File: config.mk
export PLATFORM = sky130hd
export DESIGN_NAME = ocst_stages
export DESIGN_NICKNAME = d
export VERILOG_FILES = /design/src/design/ocst_pkg.sv /design/src/design/ocst_stages.sv
export SDC_FILE = /design/constraint.sdc
export NUM_CORES = 2
export LEC_CHECK = 0
export BUFFER_PORTS_ARGS = -buffer_cell sky130_fd_sc_hd__buf_2
export CAP_MARGIN = 20
export CELL_PAD_IN_SITES_DETAIL_PLACEMENT = 0
export CELL_PAD_IN_SITES_GLOBAL_PLACEMENT = 1
export CORE_MARGIN = 10
export CORE_UTILIZATION = 49
export CTS_CLUSTER_DIAMETER = 200
export DETAILED_ROUTE_END_ITERATION = 8
export PLACE_DENSITY_LB_ADDON = 0.1
export SYNTH_ARGS = -nofsm -noshare
export SYNTH_HDL_FRONTEND = slang
export SYNTH_SLANG_ARGS = --single-unit
File: constraint.sdc
create_clock -name SYS_CLK -period 10.89 [get_ports SYS_CLK]
set_input_delay 1.089 -clock SYS_CLK [delete_from_list [all_inputs] [get_ports SYS_CLK]]
set_output_delay 1.089 -clock SYS_CLK [all_outputs]
set_load 0.05 [all_outputs]
File: src/design/ocst_pkg.sv
// package: constants, register map and types of the overcurrent stage timers
package ocst_pkg;
   localparam int CLK_HZ      = 125_000_000;
   localparam int TICK_MS     = 1;
   localparam int TICK_CYC    = CLK_HZ / 1000 * TICK_MS;
   localparam int NSTG        = 6;
   localparam int NPH         = 3;
   localparam int PCT_NUM     = 19;
   localparam int PCT_DEN     = 20;
   localparam int INV_SHIFT   = 4;
   localparam logic [5:0] RST_TIMER_MASK = 6'h19;
   localparam logic [5:0] INV_OK_MASK    = 6'h0b;
   localparam logic [7:0] A_STAT   = 8'h00;
   localparam logic [7:0] A_IST    = 8'h04;
   localparam logic [7:0] A_ICLR   = 8'h08;
   localparam logic [7:0] A_IEN    = 8'h0c;
   localparam logic [7:0] A_CTRL   = 8'h10;
   localparam logic [7:0] A_STG    = 8'h20;
   localparam logic [7:0] A_STGEND = 8'h80;
   localparam logic [1:0] O_THR    = 2'h0;
   localparam logic [1:0] O_DLY    = 2'h1;
   localparam logic [1:0] O_CFG    = 2'h2;
   localparam logic [1:0] O_HOLD   = 2'h3;
   localparam int CTRL_RT_PH = 0;
   localparam int CTRL_RT_E  = 1;
   localparam logic RT_DEFINITE = 1'b0;
   localparam logic [1:0] PSEL_ALL = 2'h0;
   typedef enum logic [4:0] {
      CRV_IEC_SI = 5'h00, CRV_IEC_VI = 5'h01, CRV_IEC_EI = 5'h02, CRV_IEC_LTI = 5'h03,
      CRV_FR_STI = 5'h04, CRV_UK_RECT = 5'h05, CRV_IEEE_MI = 5'h06, CRV_IEEE_VI = 5'h07,
      CRV_IEEE_EI = 5'h08, CRV_CO2_P20 = 5'h09, CRV_CO2_P40 = 5'h0a, CRV_CO5 = 5'h0b,
      CRV_CO6 = 5'h0c, CRV_CO7 = 5'h0d, CRV_CO8 = 5'h0e, CRV_CO9 = 5'h0f,
      CRV_CO11 = 5'h10, CRV_RI = 5'h11, CRV_BNP = 5'h12, CRV_RXIDG = 5'h13
   } ocst_curve_t;
   typedef struct packed {
      logic [7:0]  time_dial_us;
      logic [7:0]  tms;
      ocst_curve_t curve;
      logic [1:0]  psel;
      logic        inverse_delay;
   } ocst_cfg_t;
   typedef struct packed {
      logic [15:0] thr;
      logic [15:0] delay;
      logic [15:0] hold;
      ocst_cfg_t   cfg;
   } ocst_stage_t;
endpackage

File: src/design/ocst_stages.sv
// overcurrent stage timers with avalon register slave and interrupt
`timescale 1ns/100ps
// How it works
// - three phase and three earth stages
// - third stages definite delay only
// - inverse only phase1, phase2, earth1
// - trip: over threshold, delay elapsed, unblocked
// - phase over is OR of phases
// - single phase select uses that phase
// - earth stages share same stage logic
// - blocking freezes the stage timer
// - release resumes from held count
// - start output when timer starts
// - overcurrent recognised well inside 20 ms
// - reset timer on phase1, earth1, earth2
// - inverse delay from current and multiplier
// - curve selector offers listed curves
// - clear after below 95% hold time
// - tripped stage resets timer immediately
// - reset type 0 definite, 1 inverse
module ocst_stages
   import ocst_pkg::*;
#(
   parameter int TICK_CYCLES = TICK_CYC
)(
   // clock and reset
   input  wire logic        SYS_CLK,
   input  wire logic        RST_N,
   // current magnitudes and blocking
   input  wire logic [15:0] PHASE_A_MAG,
   input  wire logic [15:0] PHASE_B_MAG,
   input  wire logic [15:0] PHASE_C_MAG,
   input  wire logic [15:0] EARTH_MAG,
   input  wire logic [5:0]  BLOCK,
   // stage outputs
   output logic [5:0]       START,
   output logic [5:0]       TRIP,
   output logic             IRQ,
   // avalon slave
   input  wire logic [7:0]  AVS_ADDRESS,
   input  wire logic        AVS_READ,
   input  wire logic        AVS_WRITE,
   input  wire logic [31:0] AVS_WRITEDATA,
   output logic [31:0]      AVS_READDATA,
   output logic             AVS_WAITREQUEST
);
   function automatic logic ge_thr(input logic [15:0] m, input logic [15:0] t);
      return m > t;
   endfunction
   function automatic logic below95(input logic [15:0] m, input logic [15:0] t);
      return (21'(m) * 21'(PCT_DEN)) < (21'(t) * 21'(PCT_NUM));
   endfunction

   ocst_stage_t stg [NSTG];
   logic [1:0]  ctrl;
   logic [11:0] ist;
   logic [11:0] ien;
   logic [31:0] cnt [NSTG];
   logic [15:0] hcnt [NSTG];
   logic [5:0]  run;
   logic [5:0]  over;
   logic [5:0]  under;
   logic [5:0]  eff_inv;
   logic [31:0] target [NSTG];
   logic [31:0] step [NSTG];
   logic [15:0] mag [NSTG];
   logic [16:0] tick_cnt;
   logic        tick;
   logic        rd_ack;
   logic [5:0]  trip_q;
   logic [5:0]  start_q;
   logic [5:0]  trip_prev;
   logic [11:0] int_clr;

   // 1 ms tick
   always_ff @(posedge SYS_CLK or negedge RST_N)
   begin
      if (!RST_N)
         tick_cnt <= 17'h0;
      else if (tick)
         tick_cnt <= 17'h0;
      else
         tick_cnt <= tick_cnt + 17'h1;
   end
   assign tick = (tick_cnt == 17'(TICK_CYCLES - 1));

   // comparisons per stage
   always_comb
   begin
      logic [2:0] ge;
      logic [2:0] lo;
      ge = 3'h0;
      lo = 3'h0;
      for (int s = 0; s < NSTG; s++)
      begin
         ge = {ge_thr(PHASE_C_MAG, stg[s].thr), ge_thr(PHASE_B_MAG, stg[s].thr),
               ge_thr(PHASE_A_MAG, stg[s].thr)};
         lo = {below95(PHASE_C_MAG, stg[s].thr), below95(PHASE_B_MAG, stg[s].thr),
               below95(PHASE_A_MAG, stg[s].thr)};
         // three phase and three earth stages
         if (s < NPH)
         begin
            if (stg[s].cfg.psel == PSEL_ALL)
            begin
               over[s]  = |ge;
               under[s] = &lo;
               mag[s]   = (PHASE_A_MAG > PHASE_B_MAG) ?
                          ((PHASE_A_MAG > PHASE_C_MAG) ? PHASE_A_MAG : PHASE_C_MAG) :
                          ((PHASE_B_MAG > PHASE_C_MAG) ? PHASE_B_MAG : PHASE_C_MAG);
            end
            else
            begin
               over[s]  = ge[stg[s].cfg.psel - 2'h1];
               under[s] = lo[stg[s].cfg.psel - 2'h1];
               case (stg[s].cfg.psel)
                  2'h1:    mag[s] = PHASE_A_MAG;
                  2'h2:    mag[s] = PHASE_B_MAG;
                  default: mag[s] = PHASE_C_MAG;
               endcase
            end
         end
         else
         begin
            over[s]  = ge_thr(EARTH_MAG, stg[s].thr);
            under[s] = below95(EARTH_MAG, stg[s].thr);
            mag[s]   = EARTH_MAG;
         end
         eff_inv[s] = stg[s].cfg.inverse_delay & INV_OK_MASK[s];
         if (eff_inv[s])
         begin
            // us and ieee curves use the dial
            if (stg[s].cfg.curve >= CRV_IEEE_MI && stg[s].cfg.curve <= CRV_CO11)
               target[s] = (32'(stg[s].cfg.time_dial_us) * 32'(stg[s].thr)) << INV_SHIFT;
            else
               target[s] = (32'(stg[s].cfg.tms) * 32'(stg[s].thr)) << INV_SHIFT;
            step[s] = 32'(mag[s]);
         end
         else
         begin
            target[s] = 32'(stg[s].delay);
            step[s]   = 32'h1;
         end
      end
   end

   // stage timers
   always_ff @(posedge SYS_CLK or negedge RST_N)
   begin
      if (!RST_N)
      begin
         run <= 6'h0;
         for (int s = 0; s < NSTG; s++)
         begin
            cnt[s]  <= 32'h0;
            hcnt[s] <= 16'h0;
         end
      end
      else
      begin
         for (int s = 0; s < NSTG; s++)
         begin
            if (over[s])
            begin
               hcnt[s] <= 16'h0;
               if (!BLOCK[s])
               begin
                  run[s] <= 1'b1;
                  if (tick && cnt[s] < target[s])
                     cnt[s] <= cnt[s] + step[s];
               end
            end
            else if (trip_q[s] || !RST_TIMER_MASK[s])
            begin
               cnt[s]  <= 32'h0;
               hcnt[s] <= 16'h0;
               run[s]  <= 1'b0;
            end
            else if (!under[s])
               hcnt[s] <= 16'h0;
            else if (ctrl[s < NPH ? CTRL_RT_PH : CTRL_RT_E] != RT_DEFINITE && eff_inv[s])
            begin
               if (tick)
                  cnt[s] <= (cnt[s] > 32'(stg[s].thr)) ? cnt[s] - 32'(stg[s].thr) : 32'h0;
               if (cnt[s] == 32'h0)
                  run[s] <= 1'b0;
            end
            else if (hcnt[s] >= stg[s].hold)
            begin
               cnt[s]  <= 32'h0;
               hcnt[s] <= 16'h0;
               run[s]  <= 1'b0;
            end
            else if (tick)
               hcnt[s] <= hcnt[s] + 16'h1;
         end
      end
   end

   // start and trip outputs
   always_ff @(posedge SYS_CLK or negedge RST_N)
   begin
      if (!RST_N)
      begin
         trip_q  <= 6'h0;
         start_q <= 6'h0;
      end
      else
         for (int s = 0; s < NSTG; s++)
         begin
            trip_q[s]  <= over[s] && !BLOCK[s] && run[s] && cnt[s] >= target[s];
            start_q[s] <= run[s];
         end
   end
   assign TRIP  = trip_q;
   assign START = start_q;

   // interrupt status, set wins over clear
   assign int_clr = (AVS_WRITE && AVS_ADDRESS == A_ICLR) ? AVS_WRITEDATA[11:0] : 12'h0;
   always_ff @(posedge SYS_CLK or negedge RST_N)
   begin
      if (!RST_N)
         ist <= 12'h0;
      else
         ist <= (ist & ~int_clr) | {run & ~start_q, trip_q & ~trip_prev};
   end
   always_ff @(posedge SYS_CLK or negedge RST_N)
   begin
      if (!RST_N)
         trip_prev <= 6'h0;
      else
         trip_prev <= trip_q;
   end
   assign IRQ = |(ist & ien);

   // register writes
   always_ff @(posedge SYS_CLK or negedge RST_N)
   begin
      if (!RST_N)
      begin
         ctrl <= 2'h0;
         ien  <= 12'h0;
         for (int s = 0; s < NSTG; s++)
            stg[s] <= '0;
      end
      else if (AVS_WRITE)
      begin
         if (AVS_ADDRESS == A_IEN)
            ien <= AVS_WRITEDATA[11:0];
         if (AVS_ADDRESS == A_CTRL)
            ctrl <= AVS_WRITEDATA[1:0];
         for (int s = 0; s < NSTG; s++)
            if (AVS_ADDRESS[7:4] == 4'(s + 2))
               case (AVS_ADDRESS[3:2])
                  O_THR:   stg[s].thr   <= AVS_WRITEDATA[15:0];
                  O_DLY:   stg[s].delay <= AVS_WRITEDATA[15:0];
                  O_CFG:   stg[s].cfg   <= AVS_WRITEDATA[23:0];
                  default: stg[s].hold  <= AVS_WRITEDATA[15:0];
               endcase
      end
   end

   // register reads, one wait state
   always_ff @(posedge SYS_CLK or negedge RST_N)
   begin
      if (!RST_N)
      begin
         rd_ack       <= 1'b0;
         AVS_READDATA <= 32'h0;
      end
      else
      begin
         rd_ack       <= AVS_READ && !rd_ack;
         AVS_READDATA <= 32'h0;
         if (AVS_READ && !rd_ack)
         begin
            if (AVS_ADDRESS == A_STAT)
               AVS_READDATA <= {20'h0, trip_q, start_q};
            else if (AVS_ADDRESS == A_IST)
               AVS_READDATA <= {20'h0, ist};
            else if (AVS_ADDRESS == A_IEN)
               AVS_READDATA <= {20'h0, ien};
            else if (AVS_ADDRESS == A_CTRL)
               AVS_READDATA <= {30'h0, ctrl};
            else if (AVS_ADDRESS >= A_STG && AVS_ADDRESS < A_STGEND)
               case (AVS_ADDRESS[3:2])
                  O_THR:   AVS_READDATA <= {16'h0, stg[AVS_ADDRESS[6:4] - 3'h2].thr};
                  O_DLY:   AVS_READDATA <= {16'h0, stg[AVS_ADDRESS[6:4] - 3'h2].delay};
                  O_CFG:   AVS_READDATA <= {8'h0, stg[AVS_ADDRESS[6:4] - 3'h2].cfg};
                  default: AVS_READDATA <= {16'h0, stg[AVS_ADDRESS[6:4] - 3'h2].hold};
               endcase
         end
      end
   end
   assign AVS_WAITREQUEST = AVS_READ && !rd_ack;

   generate
      for (genvar g = 0; g < NSTG; g++)
      begin : g_chk

      end
   endgenerate
endmodule // ocst_stages

# ---- Word level (Yosys, flattened, before mapping)
# Cells that the tools add are included.
dict set report word_totals {
  reg_bits 772
  latchBits 0
  mem_bits_rw 0
  romBits 0
  inputBits 114
  out_inout_bits 46
  elab_cells 408
  n_memories 0
}
dict set report classes {
  n_addsub 16
  mul 13
  n_div 0
  order_cmp 49
  n_eq_ne 38
  shifts 0
  muxes 115
  bitwise 10
  reduce_logical 95
}
# op n
set op_table {}
lappend op_table {{$mux W32} 33}
lappend op_table {{$mux W16} 25}
lappend op_table {{$gt A16 B16 Y1} 15}
lappend op_table {{$bmux W72 S3} 1}
lappend op_table {{$mux W28} 6}
lappend op_table {{$mul A8 B16 Y24} 6}
lappend op_table {{$mux W24} 6}
lappend op_table {{$mux W72} 2}
lappend op_table {{$lt A21 B21 Y1} 5}
lappend op_table {{$add A32 B1 Y32 const B} 3}
lappend op_table {{$ge A32 B16 Y1} 3}
lappend op_table {{$lt A32 B16 Y1} 3}
lappend op_table {{$reduce_and A3 Y1} 26}
lappend op_table {{$mul A16 B3 Y19 const B} 4}
lappend op_table {{$pmux W24 S3} 1}
lappend op_table {{$add A32 B32 Y32} 2}
lappend op_table {{$ge A32 B28 Y1} 2}
lappend op_table {{$gt A32 B16 Y1} 2}
lappend op_table {{$logic_not A32 Y1} 2}
lappend op_table {{$lt A32 B28 Y1} 2}
lappend op_table {{$pmux W16 S2} 2}
lappend op_table {{$sub A32 B16 Y32} 2}
lappend op_table {{$mul A16 B5 Y21 const B} 3}
lappend op_table {{$add A16 B1 Y16 const B} 3}
lappend op_table {{other kinds (48)} 177}

# ---- Depth between registers and ports, before layout
dict set report logic_depth {
  ltp_word 12
  mapped_depth 35
  mapped_depth_nobuf 31
}

# ---- Least setup slack after synthesis
# No wires, ideal clock.
dict set report synth_timing {
  kind {register to register}
  from {reg stg[416] (netlist name)}
  to {reg cnt[189] (netlist name)}
  setup_ps 122
  arrival_ps 7490
  required_ps 10768
  setup_slack_ps 3278
  stages_incl_launch_ff 33
  cell_sequence {dfrtp_1 clkbuf_1 clkbuf_1 nand2_1 fa_1 fa_1 inv_1 fa_1 inv_1 fa_1 inv_1 ha_1 or3_1 a21oi_1 o31ai_1 o41ai_1 o21ai_0 a21o_1 a21oi_1 xor2_1 o22a_1 ha_1 a21oi_1 nor2b_1 o21ai_0 o311ai_0 or3_1 o21bai_1 o211a_1 clkbuf_1 clkbuf_1 o21ai_0 a32o_1}
}
dict set report synth_via {
  elab_chain_len 7
  word_cells_on_any_way 35
  classes_between {add/sub (1); mul (3); order compare (8); eq/ne (3); mux (14); reduce/logical (6)}
}
# item line_no
set synth_rtl {}
lappend synth_rtl {{from (decl)} ocst_stages.sv:54} ;# ocst_stage_t stg [NSTG];
lappend synth_rtl {{$mul A16 B5 Y21, or another cell as far along} n/a}
lappend synth_rtl {{$lt A21 B21 Y1, or another cell as far along} ocst_stages.sv:51} ;# return (21'(m) * 21'(PCT_DEN)) < (21'(t) * 21'(PCT_NUM));
lappend synth_rtl {{$bmux W1 S2, or another cell as far along} ocst_stages.sv:114} ;# under[s] = lo[stg[s].cfg.psel - 2'h1];
lappend synth_rtl {{$mux W1 (not written as such), or another cell as far along} ocst_stages.sv:114}
lappend synth_rtl {{$mux W1, or another cell as far along} ocst_stages.sv:103} ;# if (stg[s].cfg.psel == PSEL_ALL)
lappend synth_rtl {{$reduce_bool A3 Y1 (no source line), or another cell as far along} n/a}
lappend synth_rtl {{$reduce_and A5 Y1 (no source line) / $mux W32 (equally long branches)} n/a}
lappend synth_rtl {{to (signal, indexed assignment)} ocst_stages.sv:169} ;# cnt[s] <= cnt[s] + step[s];
lappend synth_rtl {{to (signal, indexed assignment)} ocst_stages.sv:183} ;# cnt[s] <= (cnt[s] > 32'(stg[s].thr)) ? cnt[s] - 32'(stg[s].thr) : 32'h0;
lappend synth_rtl {{to (decl)} ocst_stages.sv:58} ;# logic [31:0] cnt [NSTG];
# Several ways; a longest one is shown, not always the timed one. The select of a mux whose other input is x is not followed.
# A chain may end at the register's enable or synchronous reset.

# ---- Final worst setup path
dict set report layout_timing {
  from {reg stg[418] (netlist name)}
  to {reg cnt[189] (netlist name)}
}
# The elaborated chain is that of the path after synthesis.

==> reports/qor_table.md <==
| Parameter | Value | Unit |
|---|---|---|
| Outcome | completed | - |
| Worst slew margin | 17.4 | % |
| Last weighted congestion value of the routability-driven placer | 0.951 | - |
| Slew at the pin with the worst max-slew slack | 1220 | ps |
| Number of instances in the synthesized netlist | 9091 | - |
| Hold buffer count at cts | 0 | - |
| Number of antenna violations at the first check in global routing | 14 | - |
| Detailed-route wire length | 277000 | um |
| Lkg Pwr | 0.0449 | uW |
| Post-CTS Repair Setup Buffers | 0 | - |
| Global-route congestion overflow total | 0 | - |
| Total number of yosys warnings | 0 | - |
| X dimension of the die | 434 | um |
| Worst min-delay path category | register to register | - |
| Instance area at placement | 86900 | um2 |
| Final cell area excluding filler cells | 90200 | um2 |
| Vias per Instance | 5.97 | - |
| Clock transition at the register clock pins on the worst setup and hold paths after CTS | 60 | ps |
| Post-synthesis instance area | 83800 | um2 |
| Number of flops mapped to enable cells by yosys | 0 | - |
| Global-route wire length before repair | 421000 | um |
| Crit path max fanout | 63 | - |
| Highest attainable clock frequency | 0.108 | GHz |
| Share of final-layout standard cells stronger than drive strength 1 | 10.6 | % |
| Logic gate share of total power | 44.7 | % |
| Number of iterations in the first detailed-routing pass | 7 | - |
| Main flop type after synthesis | dfrtp_1 | - |
| Worst slack on hold paths | 364 | ps |
| Placeable core region | 170000 | um2 |
| Time the worst path needs with I/O delays and setup | 9220 | ps |
| Largest net degree at the start of global routing | 169 | - |
| Worst setup slack after placement | 1880 | ps |
| Initial Util | 49.4 | % |
| Die footprint | 188000 | um2 |
| Synth Area in Adders | 29.4 | % |
| Power density of the placed cells | 143 | nW/um2 |
| DP Wirelength | 211000 | um |
| Share of flip-flops with an asynchronous set or reset after synthesis | 100 | % |
| Antenna Nets Post-Route | 0 | - |
| Startpoint type of the worst setup path | register | - |
| CTS Buffer Depth | 3 | - |
| Count of cells along the worst hold path | 0 | - |
| Complex-gate fraction of the synthesized area | 13.9 | % |
| Number of global-route vias before repair | 67571 | - |
| Root buffer cell | clkbuf_16 | - |
| Total routing usage reported by global routing | 29.1 | % |
| Post-synth cell types | 87 | - |
| Type of element capturing the critical path | register | - |
| Final Hold Fails | 0 | - |
| Fraction of power consumed by the clock network | 25.9 | % |
| Number of cell instances on the worst register-to-register path | 28 | - |
| Number of top-level pins | 160 | - |
| Number of buffers created by CTS | 91 | - |
| Clk sink count | 764 | - |
| RSZ-0062 raised after global routing | no | - |
| Synthesis-stage register bit count | 764 | - |
| Post-Route Skew | 50.8 | ps |
| Arrival time worst endpoint | 9800 | ps |
| CTS tree | yes | - |
| Final setup slack of the worst path | 1670 | ps |
| Power dissipated by switching net loads | 5460 | uW |
| Simple-gate share of the synthesized area | 14.9 | % |
| Internal power summed over all cells | 7440 | uW |
| Number of nets in the finished design | 10826 | - |
| Site row count | 151 | - |
| Synthesized area per cell | 9.22 | um2 |
| Fraction of power consumed by sequential logic | 29.4 | % |
| Area growth from synthesis to layout | 7.60 | % |
| Post-cts sizing count | 0 | - |
| VDD IR max | 0.146 | mV |
| Final Slew Violations | 0 | - |
| Reported max-cap violation count | 0 | - |
| Initial drt markers | 5155 | - |
| Share of synthesized area occupied by flip-flops and latches | 22.8 | % |
| Cell with the biggest individual delay on the critical path | dfrtp_1 | - |
| Required arrival time at the worst endpoint | 11470 | ps |
| Proportion of synthesized area in mux cells | 8.73 | % |
| Number of remaining DRC errors | 0 | - |
| Vias | 67928 | - |
| Path type of the worst setup path | register to register | - |
| Input/output buffers | 143 | - |
| Final setup vio count | 0 | - |
| CTS H-tree depth | 3 | - |
| Post-synthesis xor/xnor area fraction | 3.53 | % |
| Ratio of final minimum period to clock period | 84.7 | % |
| Combinational family with the most area after synthesis | adder cells | - |
| Peak per-stage delay on the critical path | 1090 | ps |
| Final routed wire length divided by cell count | 24.3 | um |
| Clock latency of the later-clocked register in the worst-skew pair | 720 | ps |
| Switching share of power | 42.3 | % |
| DIE HEIGHT | 434 | um |
| Setup TNS | 0 | ps |
-- synth_stat cells, drive strengths merged, types with 72 or more instances --
library cell	instances	area share [%]
and2	588	4.4
nor2	410	1.8
nand2	686	3.1
clkbuf	311	1.4
ha	1093	16
nor3	88	0.53
mux2	425	5.7
nand2b	72	0.54
mux2i	93	1.1
fa	549	13
inv	1118	5.0
and3	100	0.75
nor2b	89	0.66
xor2	144	1.5
o21ai	411	2.5
a21o	227	2.0
o21a	80	0.72
dfrtp	764	23
a21oi	490	2.9
nand4	102	0.77
nand3	146	0.87
xnor2	194	2.0
-- per-stage QoR --
stage	utilization [%]	instances	power (uW)
after global routing	53.2	11365	13800
after detailed placement	51.2	11193	9510
final	53.2	11370	12900
after global placement	51.2	11193	9380
after floorplan	-	9098	7610
after CTS	53.1	11363	12900
-- final timing paths --
| kind | startpoint | end | slack (ps) |
|---|---|---|---|
| max | stg[418] | cnt[189] | 1670 |
| min | run[5] | START[5] | 360 |
| max in group asynchronous | RST_N | cnt[56] | 8450 |
| min in group asynchronous | RST_N | stg[382] | 390 |
| min reg2reg | run[5] | START[5] | 360 |
| max reg2reg | stg[418] | cnt[189] | 1670 |
-- registers in the layout, summed over array words and instances, names as in the netlist --
register      flops
cnt             192
ctrl              2
ien              12
eff_inv           3
stg             429
trip_prev         6
run               6
AVS_READDATA     24
TRIP              6
hcnt             48
START             6
tick_cnt         17
ist              12
rd_ack            1
-- final cells by class --
class,count,area [um2]
clock buffer,128,2650
timing repair buffer,246,1580
clock inverter,42,668
multi-input combinational,6845,59200
antenna,5,12.5
sequential,764,19100
fill,15762,79400
tap,2218,2780
inverter,1122,4210
-- cell usage in the layout, fill, tap and decap left out, types with 144 or more instances in the layout --
cell / Yosys / final
inv_1: 1118 / 1118
ha_1: 1093 / 1093
dfrtp_1: 764 / 763
nand2_1: 686 / 685
and2_1: 586 / 586
fa_1: 549 / 549
a21oi_1: 490 / 490
mux2_2: 425 / 425
nor2_1: 410 / 408
o21ai_0: 407 / 406
a21o_1: 227 / 227
xnor2_1: 194 / 194
nand3_1: 146 / 146
xor2_1: 144 / 144
-- layer usage --
metal | GRT usage (%) | vias to the layer above | part of all wire, %
li1 | - | 31266 | -
met1 | 39.6 | 34080 | 44
met2 | 46.0 | 2056 | 45
met3 | 4.74 | 518 | 6.6
met4 | 11.7 | 8 | 4.7
met5 | 0 | - | 0.017
-- cells by family (layout without fill, tap and decap cells) --
family	after synthesis	after routing
other	1	13
and+or+nand+nor	2460	2460
buffers and inverters	1489	1538
DFF	764	764
muxes	589	589
AOI/OAI and AO/OA	1808	1808
adders and majority gates	1642	1642
xor gates and xnor gates	338	338
-- power by group through the flow --
stage / clock (uW) / combinational (uW) / sequential [uW]
2_1_floorplan: 0 / 4150 / 3460
3_3_place_gp: 0 / 5580 / 3810
3_5_place_dp: 0 / 5690 / 3820
4_1_cts: 3390 / 5740 / 3770
5_1_grt: 3500 / 6500 / 3810
6_report: 3340 / 5770 / 3790
-- worst max-delay path: cells and delay by family, from the launching register on --
kind	cells	cell delay [ps]
DFF	1	1090
AOI/OAI and AO/OA	15	3730
buffers and inverters	3	600
adders and majority gates	6	2690
xor gates and xnor gates	1	100
and+or+nand+nor	3	760
(Power assumes the default switching activity.)
